File: config.mk
export PLATFORM = sky130hd
export DESIGN_NAME = dshi_top
export DESIGN_NICKNAME = d
export VERILOG_FILES = /design/src/verilog/dshi_top.v /design/src/verilog/dshi_fifo.v
export VERILOG_INCLUDE_DIRS = /design/src /design/src/verilog
export SDC_FILE = /design/constraint.sdc
export NUM_CORES = 2
export LEC_CHECK = 0
export BUFFER_PORTS_ARGS = -buffer_cell sky130_fd_sc_hd__buf_2
export CORE_MARGIN = 1.5
export CORE_UTILIZATION = 57
export CTS_CLUSTER_SIZE = 8
export DETAILED_ROUTE_END_ITERATION = 10
export HOLD_SLACK_MARGIN = 0.05
export PLACE_DENSITY = 0.76
export SLEW_MARGIN = 20
export SYNTH_ARGS = -nofsm -noshare
export SYNTH_HDL_FRONTEND = slang
export SYNTH_HIERARCHICAL = 1
export SYNTH_SLANG_ARGS = --single-unit
File: constraint.sdc
create_clock -name CORE_CLK -period 4.35 [get_ports CORE_CLK]
set_clock_uncertainty 0.1 [all_clocks]
set_input_delay 0.6525 -clock CORE_CLK [delete_from_list [all_inputs] [get_ports CORE_CLK]]
set_output_delay 0.6525 -clock CORE_CLK [all_outputs]
set_load 0.01 [all_outputs]
File: src/verilog/dshi_regs.vh
// constants for the converter host serial interface
`ifndef DSHI_REGS_VH
`define DSHI_REGS_VH
`define DSHI_FRAME_BITS     24
`define DSHI_CNT_W          5
`define DSHI_CNT_FULL       5'h18
`define DSHI_BIT_TOGGLE     23
`define DSHI_BIT_RW         22
`define DSHI_CH_HI          19
`define DSHI_CH_LO          16
`define DSHI_TS_HI          15
`define DSHI_TS_LO          14
`define DSHI_PAY_HI         13
`define DSHI_ECHO_HI        23
`define DSHI_ECHO_LO        14
`define DSHI_TGT_DATA       2'h3
`define DSHI_TGT_OFFSET     2'h2
`define DSHI_TGT_GAIN       2'h1
`define DSHI_TGT_SFR        2'h0
`define DSHI_SLAVE_FIXED    5'h15
`define DSHI_BUS_BITS       4'h8
`define DSHI_BUS_ACK_BIT    4'h9
`define DSHI_FIFO_DEPTH     8
`endif

File: src/verilog/dshi_top.v
// serial host interface: clocked-serial and two-wire receive front end
`timescale 1ns/100ps
`include "dshi_regs.vh"
// Functional notes
// - frame is 24 bits msb first: toggle, rw, pad, channel, target, payload
// - toggle bit picks bank a or b when toggle mode is on
// - payload goes to target register of the addressed channel
// - target 11 data, 10 offset, 01 gain, 00 special function
// - interface select high runs clocked serial, low runs two-wire bus
// - chain enable low gives standalone mode, any clock style
// - sync falling edge starts frame and clears bit counter
// - standalone ignores other sync edges and clocks after 24 bits
// - chain mode shifts every clock while sync is low
// - chain mode shifts old bits out, updated on clock rising edge
// - sync rising edge latches the frame and stops shifting
// - sync rising before 24 clocks discards the frame
// - read bit set selects a register for readback
// - next frame returns 10 address bits then 14 register bits
// - readback changes on rising clock, first bit at sync fall
// - two-wire mode is slave only, never drives bus clock
// - slave address is 10101 then the two address pins
// - idle waits for start and matching address
// - start is sda fall with scl high, stop sda rise
// - matching address with write bit low and data bytes get ack in ninth clock
module dshi_top #(
  parameter CHANNELS = 16,
  parameter PAY_W    = 14
) (
  input  wire        CORE_CLK,
  input  wire        NRST,
  input  wire        IF_SELECT,
  input  wire        CHAIN_ENABLE_PIN,
  input  wire        TOGGLE_MODE,
  input  wire        SYNC_N,
  input  wire        SCLK,
  input  wire        DIN,
  output reg         SERIAL_DATA_OUT,
  input  wire        SCL_IN,
  input  wire        SDA_IN,
  output reg         SDA_OUT,
  output reg         SDA_OE_N,
  input  wire        BUS_ADDR_PIN_HI,
  input  wire        BUS_ADDR_PIN_LO,
  output reg         FRAME_VALID,
  output reg  [23:0] FRAME_DATA,
  input  wire        FRAME_READY,
  output reg         WR_STROBE,
  output reg  [1:0]  WR_TARGET,
  output reg  [3:0]  WR_CHANNEL,
  output reg         WR_BANK_B,
  output reg  [13:0] WR_PAYLOAD,
  output reg         FRAME_BAD,
  output reg         BUS_BYTE_VALID,
  output reg  [7:0]  BUS_BYTE
);
  // three-stage samplers: a change counts once stages two and three agree
  reg [2:0] sync_s_reg, sclk_s_reg, din_s_reg, scl_s_reg, sda_s_reg;
  reg       sync_reg, sclk_reg, din_reg, scl_reg, sda_reg;
  // sclk resets low; a false rise after reset meets an idle receiver and does nothing
  always @(posedge CORE_CLK) begin
    if (!NRST) begin
      sync_s_reg <= 3'h7;
      sclk_s_reg <= 3'h0;
      din_s_reg  <= 3'h0;
      scl_s_reg  <= 3'h7;
      sda_s_reg  <= 3'h7;
      sync_reg   <= 1'b1;
      sclk_reg   <= 1'b0;
      din_reg    <= 1'b0;
      scl_reg    <= 1'b1;
      sda_reg    <= 1'b1;
    end else begin
      sync_s_reg <= {sync_s_reg[1:0], SYNC_N};
      sclk_s_reg <= {sclk_s_reg[1:0], SCLK};
      din_s_reg  <= {din_s_reg[1:0], DIN};
      scl_s_reg  <= {scl_s_reg[1:0], SCL_IN};
      sda_s_reg  <= {sda_s_reg[1:0], SDA_IN};
      if (sync_s_reg[1] == sync_s_reg[2]) sync_reg <= sync_s_reg[2];
      if (sclk_s_reg[1] == sclk_s_reg[2]) sclk_reg <= sclk_s_reg[2];
      if (din_s_reg[1] == din_s_reg[2]) din_reg <= din_s_reg[2];
      if (scl_s_reg[1] == scl_s_reg[2]) scl_reg <= scl_s_reg[2];
      if (sda_s_reg[1] == sda_s_reg[2]) sda_reg <= sda_s_reg[2];
    end
  end

  wire spi_mode  = IF_SELECT;
  // edges come from the filtered level, so a single odd sample never counts
  wire sync_fall = sync_reg & (sync_s_reg[1] == sync_s_reg[2]) & ~sync_s_reg[2];
  wire sync_rise = ~sync_reg & (sync_s_reg[1] == sync_s_reg[2]) & sync_s_reg[2];
  wire sclk_fall = sclk_reg & (sclk_s_reg[1] == sclk_s_reg[2]) & ~sclk_s_reg[2];
  wire sclk_rise = ~sclk_reg & (sclk_s_reg[1] == sclk_s_reg[2]) & sclk_s_reg[2];

  // per-channel register copies so readback has something real to return
  reg [PAY_W-1:0] data_a_mem [0:CHANNELS-1];
  reg [PAY_W-1:0] data_b_mem [0:CHANNELS-1];
  reg [PAY_W-1:0] offs_mem   [0:CHANNELS-1];
  reg [PAY_W-1:0] gain_mem   [0:CHANNELS-1];

  function [PAY_W-1:0] read_sel;
    input [1:0] tgt;
    input [3:0] ch;
    input       bank;
    begin
      case (tgt)
        `DSHI_TGT_DATA:   read_sel = bank ? data_b_mem[ch] : data_a_mem[ch];
        `DSHI_TGT_OFFSET: read_sel = offs_mem[ch];
        `DSHI_TGT_GAIN:   read_sel = gain_mem[ch];
        default:          read_sel = {PAY_W{1'b0}};
      endcase
    end
  endfunction

  // clocked-serial receiver
  reg [23:0]           shift_reg;
  reg [`DSHI_CNT_W-1:0] cnt_reg;
  reg                  active_reg;
  reg [23:0]           out_sr_reg;
  reg                  rd_pend_reg;
  reg [23:0]           rd_word_reg;
  reg                  push_reg;
  reg [23:0]           push_data_reg;
  // the count saturates so a long continuous clock cannot wrap into a short frame
  wire                 full_cnt = (cnt_reg == `DSHI_CNT_FULL);
  wire                 chain    = CHAIN_ENABLE_PIN;
  wire                 take_bit = active_reg & ~sync_reg & sclk_fall
                                  & (chain | ~full_cnt);

  always @(posedge CORE_CLK) begin
    if (!NRST) begin
      shift_reg       <= 24'h000000;
      cnt_reg         <= {`DSHI_CNT_W{1'b0}};
      active_reg      <= 1'b0;
      out_sr_reg      <= 24'h000000;
      rd_pend_reg     <= 1'b0;
      rd_word_reg     <= 24'h000000;
      push_reg        <= 1'b0;
      push_data_reg   <= 24'h000000;
      FRAME_BAD       <= 1'b0;
      SERIAL_DATA_OUT <= 1'b0;
    end else begin
      push_reg  <= 1'b0;
      FRAME_BAD <= 1'b0;
      if (spi_mode && sync_fall) begin
        active_reg <= 1'b1;
        cnt_reg    <= {`DSHI_CNT_W{1'b0}};
        if (rd_pend_reg) begin
          // first readback bit appears at the sync fall
          out_sr_reg      <= rd_word_reg;
          SERIAL_DATA_OUT <= rd_word_reg[23];
        end else begin
          out_sr_reg      <= shift_reg;
          SERIAL_DATA_OUT <= chain & shift_reg[23];
        end
      end else if (spi_mode && sync_rise && active_reg) begin
        active_reg <= 1'b0;
        if (cnt_reg < `DSHI_CNT_FULL) begin
          FRAME_BAD <= 1'b1;
        end else begin
          push_reg      <= 1'b1;
          push_data_reg <= shift_reg;
          // every full frame rearms or clears readback, which then holds until the next full frame
          rd_pend_reg   <= shift_reg[`DSHI_BIT_RW];
          // with toggle mode on, the request's bank bit picks which data copy comes back; otherwise bank a
          rd_word_reg   <= {shift_reg[`DSHI_ECHO_HI:`DSHI_ECHO_LO],
                            read_sel(shift_reg[`DSHI_TS_HI:`DSHI_TS_LO],
                                     shift_reg[`DSHI_CH_HI:`DSHI_CH_LO],
                                     TOGGLE_MODE & shift_reg[`DSHI_BIT_TOGGLE])};
        end
      end else if (!spi_mode) begin
        // leaving clocked-serial mode abandons a frame in flight
        active_reg      <= 1'b0;
        SERIAL_DATA_OUT <= 1'b0;
      end else begin
        if (take_bit) begin
          shift_reg  <= {shift_reg[22:0], din_reg};
          // in chain mode old bits leave first, then this frame's own bits follow
          out_sr_reg <= {out_sr_reg[22:0], din_reg};
          if (!full_cnt) cnt_reg <= cnt_reg + 1'b1;
        end
        // output moves on the rising clock so it is steady at the falling one
        if (active_reg && !sync_reg && sclk_rise && (chain || rd_pend_reg)) begin
          SERIAL_DATA_OUT <= out_sr_reg[23];
        end
      end
    end
  end

  // two-wire slave receiver
  localparam BS_IDLE = 4'h1;
  localparam BS_ADDR = 4'h2;
  localparam BS_DATA = 4'h4;
  localparam BS_ACK  = 4'h8;
  reg [3:0] bs_reg;
  reg [3:0] bcnt_reg;
  reg [7:0] bsh_reg;
  reg       was_addr_reg;
  wire      scl_stable = (scl_s_reg[1] == scl_s_reg[2]);
  wire      scl_rise   = ~scl_reg & scl_stable & scl_s_reg[2];
  wire      scl_fall   = scl_reg & scl_stable & ~scl_s_reg[2];
  wire      sda_stable = (sda_s_reg[1] == sda_s_reg[2]);
  // a start in any state restarts address collection, which covers repeated starts
  wire      bus_start  = scl_reg & sda_reg & sda_stable & ~sda_s_reg[2];
  wire      bus_stop   = scl_reg & ~sda_reg & sda_stable & sda_s_reg[2];
  wire [6:0] my_addr   = {`DSHI_SLAVE_FIXED, BUS_ADDR_PIN_HI, BUS_ADDR_PIN_LO};

  always @(posedge CORE_CLK) begin
    if (!NRST) begin
      bs_reg         <= BS_IDLE;
      bcnt_reg       <= 4'h0;
      bsh_reg        <= 8'h00;
      was_addr_reg   <= 1'b0;
      SDA_OUT        <= 1'b1;
      SDA_OE_N       <= 1'b1;
      BUS_BYTE_VALID <= 1'b0;
      BUS_BYTE       <= 8'h00;
    end else begin
      BUS_BYTE_VALID <= 1'b0;
      SDA_OUT        <= 1'b0; // only low is ever driven; scl is never driven
      if (spi_mode || bus_stop) begin
        bs_reg   <= BS_IDLE;
        SDA_OE_N <= 1'b1;
      end else if (bus_start) begin
        bs_reg   <= BS_ADDR;
        bcnt_reg <= 4'h0;
        SDA_OE_N <= 1'b1;
      end else begin
        case (bs_reg)
          BS_IDLE: SDA_OE_N <= 1'b1;
          BS_ADDR, BS_DATA: begin
            if (scl_rise) begin
              bsh_reg  <= {bsh_reg[6:0], sda_reg};
              bcnt_reg <= bcnt_reg + 1'b1;
            end
            if (scl_fall && bcnt_reg == `DSHI_BUS_BITS) begin
              if (bs_reg == BS_ADDR && (bsh_reg[7:1] != my_addr || bsh_reg[0])) begin
                bs_reg <= BS_IDLE;
              end else begin
                SDA_OE_N     <= 1'b0;
                was_addr_reg <= (bs_reg == BS_ADDR);
                bs_reg       <= BS_ACK;
                if (bs_reg == BS_DATA) begin
                  BUS_BYTE_VALID <= 1'b1;
                  BUS_BYTE       <= bsh_reg;
                end
              end
            end
          end
          // the ack is let go on the ninth falling scl, or at once whenever clocked-serial mode is selected
          BS_ACK: begin
            if (scl_fall) begin
              SDA_OE_N <= 1'b1;
              bcnt_reg <= 4'h0;
              bs_reg   <= BS_DATA;
            end
          end
          default: bs_reg <= BS_IDLE;
        endcase
      end
    end
  end

  // frame queue towards the register writer
  wire        q_in_ready;
  wire        q_valid;
  wire [23:0] q_data;
  reg         q_pop;
  // a full queue drops the newest frame; the host side sees no refusal
  wire        q_push = push_reg & q_in_ready;
  // fields of the frame at the queue head
  wire [3:0]       q_ch   = q_data[`DSHI_CH_HI:`DSHI_CH_LO];
  wire [1:0]       q_tgt  = q_data[`DSHI_TS_HI:`DSHI_TS_LO];
  wire [PAY_W-1:0] q_pay  = q_data[`DSHI_PAY_HI:0];
  wire             q_bank = TOGGLE_MODE & q_data[`DSHI_BIT_TOGGLE];
  dshi_fifo #(
    .WIDTH (24),
    .DEPTH (`DSHI_FIFO_DEPTH),
    .AW    (3)
  ) u_fifo (
    .clk       (CORE_CLK),
    .nrst      (NRST),
    .in_valid  (q_push),
    .in_ready  (q_in_ready),
    .in_data   (push_data_reg),
    .out_valid (q_valid),
    .out_ready (q_pop),
    .out_data  (q_data)
  );

  // writer: frames with the read bit set update nothing
  integer i;
  always @(posedge CORE_CLK) begin
    if (!NRST) begin
      q_pop       <= 1'b0;
      FRAME_VALID <= 1'b0;
      FRAME_DATA  <= 24'h000000;
      WR_STROBE   <= 1'b0;
      WR_TARGET   <= 2'h0;
      WR_CHANNEL  <= 4'h0;
      WR_BANK_B   <= 1'b0;
      WR_PAYLOAD  <= 14'h0000;
      for (i = 0; i < CHANNELS; i = i + 1) begin
        data_a_mem[i] <= {PAY_W{1'b0}};
        data_b_mem[i] <= {PAY_W{1'b0}};
        offs_mem[i]   <= {PAY_W{1'b0}};
        gain_mem[i]   <= {PAY_W{1'b0}};
      end
    end else begin
      q_pop       <= 1'b0;
      WR_STROBE   <= 1'b0;
      FRAME_VALID <= q_valid & ~q_pop;
      FRAME_DATA  <= q_data;
      if (q_valid && !q_pop && FRAME_READY) begin
        q_pop <= 1'b1;
        if (!q_data[`DSHI_BIT_RW]) begin
          // special function frames strobe too, so a decoder outside can act on them
          WR_STROBE  <= 1'b1;
          WR_TARGET  <= q_tgt;
          WR_CHANNEL <= q_ch;
          WR_BANK_B  <= q_bank;
          WR_PAYLOAD <= q_pay;
          case (q_tgt)
            `DSHI_TGT_DATA: begin
              if (q_bank) begin
                data_b_mem[q_ch] <= q_pay;
              end else begin
                data_a_mem[q_ch] <= q_pay;
              end
            end
            `DSHI_TGT_OFFSET: offs_mem[q_ch] <= q_pay;
            `DSHI_TGT_GAIN:   gain_mem[q_ch] <= q_pay;
            default: ;
          endcase
        end
      end
    end
  end
endmodule // dshi_top

File: src/verilog/dshi_fifo.v
// small synchronous valid/ready fifo for received command frames
`timescale 1ns/100ps
module dshi_fifo #(
  parameter WIDTH = 24,
  parameter DEPTH = 8,
  parameter AW    = 3
) (
  input  wire             clk,
  input  wire             nrst,
  input  wire             in_valid,
  output wire             in_ready,
  input  wire [WIDTH-1:0] in_data,
  output wire             out_valid,
  input  wire             out_ready,
  output wire [WIDTH-1:0] out_data
);
  reg [WIDTH-1:0] mem [0:DEPTH-1];
  reg [AW:0]      wr_reg;
  reg [AW:0]      rd_reg;
  wire            full  = (wr_reg[AW] != rd_reg[AW]) && (wr_reg[AW-1:0] == rd_reg[AW-1:0]);
  wire            empty = (wr_reg == rd_reg);
  assign in_ready  = ~full;
  assign out_valid = ~empty;
  assign out_data  = mem[rd_reg[AW-1:0]];
  always @(posedge clk) begin
    if (in_valid && !full) begin
      mem[wr_reg[AW-1:0]] <= in_data;
    end
  end
  always @(posedge clk) begin
    if (!nrst) begin
      wr_reg <= {(AW+1){1'b0}};
      rd_reg <= {(AW+1){1'b0}};
    end else begin
      if (in_valid && !full) begin
        wr_reg <= wr_reg + 1'b1;
      end
      if (out_ready && !empty) begin
        rd_reg <= rd_reg + 1'b1;
      end
    end
  end
endmodule // dshi_fifo

# == Word-level counts from Yosys, hierarchy flattened ==
# Memory sizes are Yosys's and may differ from the RTL's. A register that Yosys moved wholly into a read port is not among the register bits.
# Index checks and enable logic that the tools add are counted.
# word_totals
in_bits,13
out_inout_bits,60
ramBits,1088
reg_bits,209
n_memories,5
# memory_table
name,words,word_bits,read_ports,rd_ports_with_merged_regs,wr,line,source
data_a_mem,16,14,1,1,16,dshi_top.v:94,reg [PAY_W-1:0] data_a_mem [0:CHANNELS-1];
data_b_mem,16,14,1,1,16,dshi_top.v:95,reg [PAY_W-1:0] data_b_mem [0:CHANNELS-1];
gain_mem,16,14,1,1,16,dshi_top.v:97,reg [PAY_W-1:0] gain_mem [0:CHANNELS-1];
offs_mem,16,14,1,1,16,dshi_top.v:96,reg [PAY_W-1:0] offs_mem [0:CHANNELS-1];
u_fifo.mem,8,24,1,1,1,dshi_fifo.v:17,reg [WIDTH-1:0] mem [0:DEPTH-1];
# op_classes
muxes,80
n_eq_ne,31
addsub,4
n_reduce_logical,47
magnitude_cmp,1
bitwise,50
# ops
operator,count
$mux W24,5
$mux W4,18
$mux W14,5
$reduce_or A14 Y1,4
$mux W1,45
$pmux W14 S3,1
$and A1 B1 Y1,26
$not A1 Y1,23
$reduce_and A4 Y1,5
$logic_and A1 B1 Y1,13
$add A4 B1 Y4 const B,3
$pmux W4 S3,1
$reduce_and A3 Y1,4
$ne A2 B2 Y1 const B,5
$ne A3 B3 Y1 const B,3
$eq A2 B2 Y1 const B,4
$eq A4 B4 Y1 const B,2
$pmux W4 S2,1
$ne A7 B7 Y1,1
$mux W3,2
$ne A3 B1 Y1 const B,2
$reduce_and A2 Y1,3
$reduce_and A6 Y1,1
$reduce_bool A3 Y1,2
20 further kinds,34

# == Logic depth before layout (Yosys ltp) ==
# depth
depth_word,9
mapped_depth,12
mapped_depth_nobuf,8

# == Hierarchy ==
# The synthesis kept the hierarchy.
# modules_own_cells
mod,instances,area_per_inst_um2,cells_per_inst
dshi_top,1,48763.0,3711
dshi_fifo,1,8077.7,361

# == Least setup slack after synthesis ==
# No wires, ideal clock.
# synth_timing
kind,flip-flop to flip-flop
startpoint,register u_fifo.wr_reg[3]
endpoint,memory u_fifo.mem[5][0] (enable)
path_slack_ns,-0.005
path_stages_with_launch,8
period_less_slack_ns,4.355
arrival_ns,3.780
path_cell_list,dfxtp_1 -> buf_2 -> xnor2_1 -> nor4_4 -> inv_2 -> and2_1 -> nand2_1 -> nor4b_1
# synth_between
elab_chain_cells,7
word_cells_on_any_way,8
cone_classes,eq/ne (1); mux (2); bitwise (2); reduce/logical (3)
# synth_rtl
element,line,source
"start, declared",dshi_fifo.v:18,reg [AW:0] wr_reg;
"start signal, assigned",dshi_fifo.v:32,wr_reg <= {(AW+1){1'b0}};
"start signal, assigned",dshi_fifo.v:36,wr_reg <= wr_reg + 1'b1;
$ne A1 B1 Y1,dshi_fifo.v:20,wire full = (wr_reg[AW] != rd_reg[AW]) && (wr_reg[AW-1:0] == rd_reg[AW-1:0]);
$logic_and A1 B1 Y1,dshi_fifo.v:20,
$not A1 Y1,dshi_fifo.v:22,assign in_ready = ~full;
net q_in_ready,dshi_top.v:263,wire q_in_ready;
$and A1 B1 Y1,dshi_top.v:268,wire q_push = push_reg & q_in_ready;
net q_push,dshi_top.v:268,
$logic_and A1 B1 Y1,dshi_fifo.v:26,if (in_valid && !full) begin
$mux W1,dshi_fifo.v:26,
$mux W1 (not written as such),dshi_fifo.v:27,mem[wr_reg[AW-1:0]] <= in_data;
"end, declared",dshi_fifo.v:17,
# The timed path passes the listed nets, and every way through them passes these cells.

==> results_tabular.tex <==
\begin{tabular}{lr}
\hline
Metric & Value \\
\hline
\multicolumn{2}{l}{\textbf{Floorplanning}} \\
Die area & 0.102 mm² \\
Die span in y & approximately 320 µm \\
Core region area & 0.0986 mm² \\
X dimension of the die & between 300 and 400 µm \\
Effective utilization at floorplan & between 50\% and 60\% \\
I/O pin cnt & 73 \\
Number of rows created at floorplan & 115 \\
\multicolumn{2}{l}{\textbf{Clock network}} \\
Number of instances resized during post-cts repair & 0 \\
Cts bufs inserted & 179 \\
CTS tree & done \\
Clk root buf & sky130\_fd\_sc\_hd\_\_clkbuf\_16 \\
Count of H-tree levels built during CTS & 4 \\
Clk sinks & about 1.3k \\
Clock latency at the later pin of the worst-skew pair & between 0.7 and 0.8 ns \\
Clk buf depth & 3 \\
CTS clock-pin slew for the worst setup and hold paths & $\sim$0.05 ns \\
\multicolumn{2}{l}{\textbf{Synth}} \\
Dominant cell type by area after synthesis & sky130\_fd\_sc\_hd\_\_edfxtp\_1 \\
Most frequent cell after synthesis & sky130\_fd\_sc\_hd\_\_edfxtp\_1 \\
Syn. warnings & 6 \\
EDFF count, synth & roughly 1.1k \\
Leading post-synthesis cells by cell area & sky130\_fd\_sc\_hd\_\_edfxtp\_1, sky130\_fd\_sc\_hd\_\_and2\_1, sky130\_fd\_sc\_hd\_\_dfxtp\_1, sky130\_fd\_sc\_hd\_\_mux2i\_1, sky130\_fd\_sc\_hd\_\_mux4\_2 \\
Combined area of all synthesized cells & $\sim$0.057 mm² \\
Number of instances in the synthesized netlist & between 4k and 5k \\
Number of distinct standard cells referenced by the synthesized netlist & 79 \\
Asr flop ratio synth & 0\% \\
Fraction of the yosys area taken by sequential cells & about two thirds \\
Net count after synthesis & between 4k and 5k \\
Synthesized area per cell & approximately 14 µm² \\
Synth Flop Type & sky130\_fd\_sc\_hd\_\_edfxtp\_1 \\
Number of synthesized register bits & around 1.3k \\
Portion of synthesized cell area occupied by the leading cell type & 57.5\% \\
List of most frequent post-synthesis cells & sky130\_fd\_sc\_hd\_\_edfxtp\_1, sky130\_fd\_sc\_hd\_\_and2\_1, sky130\_fd\_sc\_hd\_\_mux2i\_1 \\
\multicolumn{2}{l}{\textbf{Detailed routing}} \\
Number of DRC markers after the initial detailed-route iteration & between 3k and 4k \\
Mean number of vias per cell & between 6 and 7 \\
Wire length per cell & between 20 and 30 µm \\
Total vias in the final route & 34.3k \\
Routed Antenna Nets & 0 \\
Overall routed net length & roughly 140 mm \\
Router iterations before antenna repair & 5 \\
Number of DRC violations after detailed routing & 0 \\
\multicolumn{2}{l}{\textbf{GRT}} \\
Via count of the first global-routing pass & 34.6k \\
Total gr overflow & 0 \\
Global routing usage summed across all routing layers & between 20\% and 30\% \\
Antenna violations before repair & 1 \\
Maximum number of pins on one net before global-route repair & 92 \\
Global-route wire length before repair & $\sim$210 mm \\
\multicolumn{2}{l}{\textbf{Timing}} \\
Normalized max-slew margin & between 20\% and 30\% \\
Number of endpoints failing setup at the final stage & 0 \\
Setup total negative slack & 0 ns \\
Period utilisation layout & $\sim$92\% \\
Minimum clock period & around 4.0 ns \\
Setup repair after global routing missed its margin & false \\
Final-report hold violation count & 0 \\
Peak Freq & between 200 and 250 MHz \\
Max-slew violation total from the final report & 0 \\
Tightest Pin Transition & 1.19 ns \\
Final hold slack & 0.166 ns \\
\multicolumn{2}{l}{\textbf{Flow run}} \\
Max-cap violations & 0 \\
\multicolumn{2}{l}{\textbf{Power}} \\
Switch share & between 20\% and 30\% \\
Pwr per Cell Area & 428 mW/mm² \\
Power share of the combinational group & $\sim$2.3\% \\
Pleak & $\sim$21 nW \\
Sequential power share & 51.2\% \\
Pint & roughly 0.022 W \\
Switching power of the nets & around 0.0057 W \\
Share of power burned in the clock network & a little under half \\
Maximum resistive drop on vdd & roughly 0.46 mV \\
\multicolumn{2}{l}{\textbf{Critical path}} \\
Startpoint class of the critical path & flop \\
R2r setup slk & 0.34 ns \\
Number of cells on the worst reg-to-reg path & 7 \\
Element type at the critical path end & flop \\
Highest fanout seen on the critical path & 14 \\
Path type of the worst setup path & flop to flop \\
Data required time of the worst path & 4.86 ns \\
Reg2Reg Capture Point & data\_a\_mem[0][6] \\
CP arrival & roughly 4.5 ns \\
\multicolumn{2}{l}{\textbf{Final layout}} \\
Diode insertion count for antenna repair & 0 \\
Ratio of cells with drive above 1 in the final layout & between 10\% and 20\% \\
Number of cells in the finished layout apart from fillers & $\sim$5.5k \\
Area added between synthesis and finish & 12.1\% \\
Final-stage net count & 4159 \\
\multicolumn{2}{l}{\textbf{Outcome}} \\
Result of the run & complete, no violations \\
\multicolumn{2}{l}{\textbf{Hold path}} \\
Sink of the worst hold path & active\_reg \\
Hold path startpoint & IF\_SELECT \\
Type of the tightest min-delay check & primary input to flop \\
Instance count along the most critical hold path & 2 \\
\multicolumn{2}{l}{\textbf{Place}} \\
RD Place Congestion & roughly 0.89 \\
Number of buffers added on ports & between 70 and 80 \\
Dpl cells & $\sim$5.2k \\
Sum of net half-perimeters after detailed placement & between 80 and 90 mm \\
\hline
\end{tabular}
[area by class of cell]
| type | instances | area, µm² |
|---|---|---|
| clock buffers | 243 | 4720 |
| repair buffers | 240 | 1730 |
| flip-flops and latches | 1293 | 36800 |
| inverters | 12 | 47.5 |
| fillers | 6742 | 34900 |
| well taps | 1287 | 1610 |
| multi-input cells | 2414 | 18500 |
| clock inverters | 15 | 319 |
[per-stage QoR]
step	setup WS, ns	utilization [%]	power, W	cell area (µm²)
floorplan	-0.00451	-	0.0145	56800
global placement	0.560	59.5	0.0148	58600
detailed placement	0.446	59.5	0.0148	58600
CTS	0.386	64.6	0.0274	63700
global route	0.208	64.6	0.0280	63700
finish	0.335	64.6	0.0273	63700
[worst max-delay path by stage]
stage	from	endpoint	slack [ns]
after floorplan	u_fifo/wr_reg[3]	u_fifo/mem[5][0]	-0.005
after detailed placement	flop	data_a_mem[0][6]	0.45
after global placement	flop	data_b_mem[13][8]	0.56
after global routing	flop	gain_mem[0][9]	0.21
final	flop	data_a_mem[0][6]	0.34
after CTS	flop	data_a_mem[0][6]	0.39
[per-layer routing]
metal	part of all wire (%)	up-vias	track usage (%)	wire, µm
li1	-	15000	-	-
met1	38	17100	36.9	55100
met2	47	1801	45.4	68400
met3	9.7	376	6.66	13900
met4	4.6	2	13.4	6630
met5	0.0069	-	0	10
[worst max-delay path, cell delays in order, from the launching register on]
cell                      delay (ns)
sky130_fd_sc_hd__dfxtp_4        0.52
sky130_fd_sc_hd__buf_4          0.31
sky130_fd_sc_hd__mux4_2         0.53
sky130_fd_sc_hd__mux2_4         0.35
sky130_fd_sc_hd__nor2_1         0.25
sky130_fd_sc_hd__nand2_1        0.61
sky130_fd_sc_hd__nor2_1         0.91
sky130_fd_sc_hd__and2_1         0.25
[cell families (layout without fill, tap and decap cells)]
family,after synthesis,in the layout,share of synthesized area (%)
and+or+nand+nor,1431,1431,14.3
muxes,517,517,12.3
adders and majority gates,6,6,0.132
DFF,1293,1293,64.7
buffers and inverters,365,510,2.89
xor gates and xnor gates,17,17,0.321
AOI/OAI and AO/OA,443,443,5.26
[layout by cell type (no fill, tap or decap), drive strengths merged, types with 5 or more instances in the layout]
cell type    Yosys  routed
a21oi          123     123
o221a           14      14
inv             12      19
dfxtp          205     205
a31oi           10      10
a221oi          26      26
nor4b            5       5
nand3           31      31
mux2i          325     325
buf             82     234
nand2b          17      17
xnor2            9       9
o21ai          102     102
ha               6       6
and3            12      12
a41oi            7       7
mux4           137     137
dlygate4sd3      0       6
edfxtp        1088    1088
xor2             8       8
nor4             9       9
a32oi           10      10
o2111a           5       5
nor2b           13      13
or2              8       8
a22o            21      21
nand2          217     217
o2111ai         19      19
and2           935     935
nor3b            7       7
mux2            55      55
clkinv           0       8
nand4            8       8
nand3b           9       9
clkbuf         271     243
a22oi           86      86
nor2           132     132
[power groups by stage]
stage | combinational (W) | clock, W | sequential (W)
CTS | 0.000638 | 0.0128 | 0.0140
global route | 0.000678 | 0.0133 | 0.0140
global placement | 0.000619 | 0 | 0.0142
detailed placement | 0.000631 | 0 | 0.0142
floorplan | 0.000379 | 0 | 0.0142
finish | 0.000641 | 0.0127 | 0.0140
[timing repair]
item                                   CTS  global route
hold buffers                             6             0
endpoints found under the hold margin    6             0
buffers inserted                         0             0
Power figures use the tool's default switching activity.
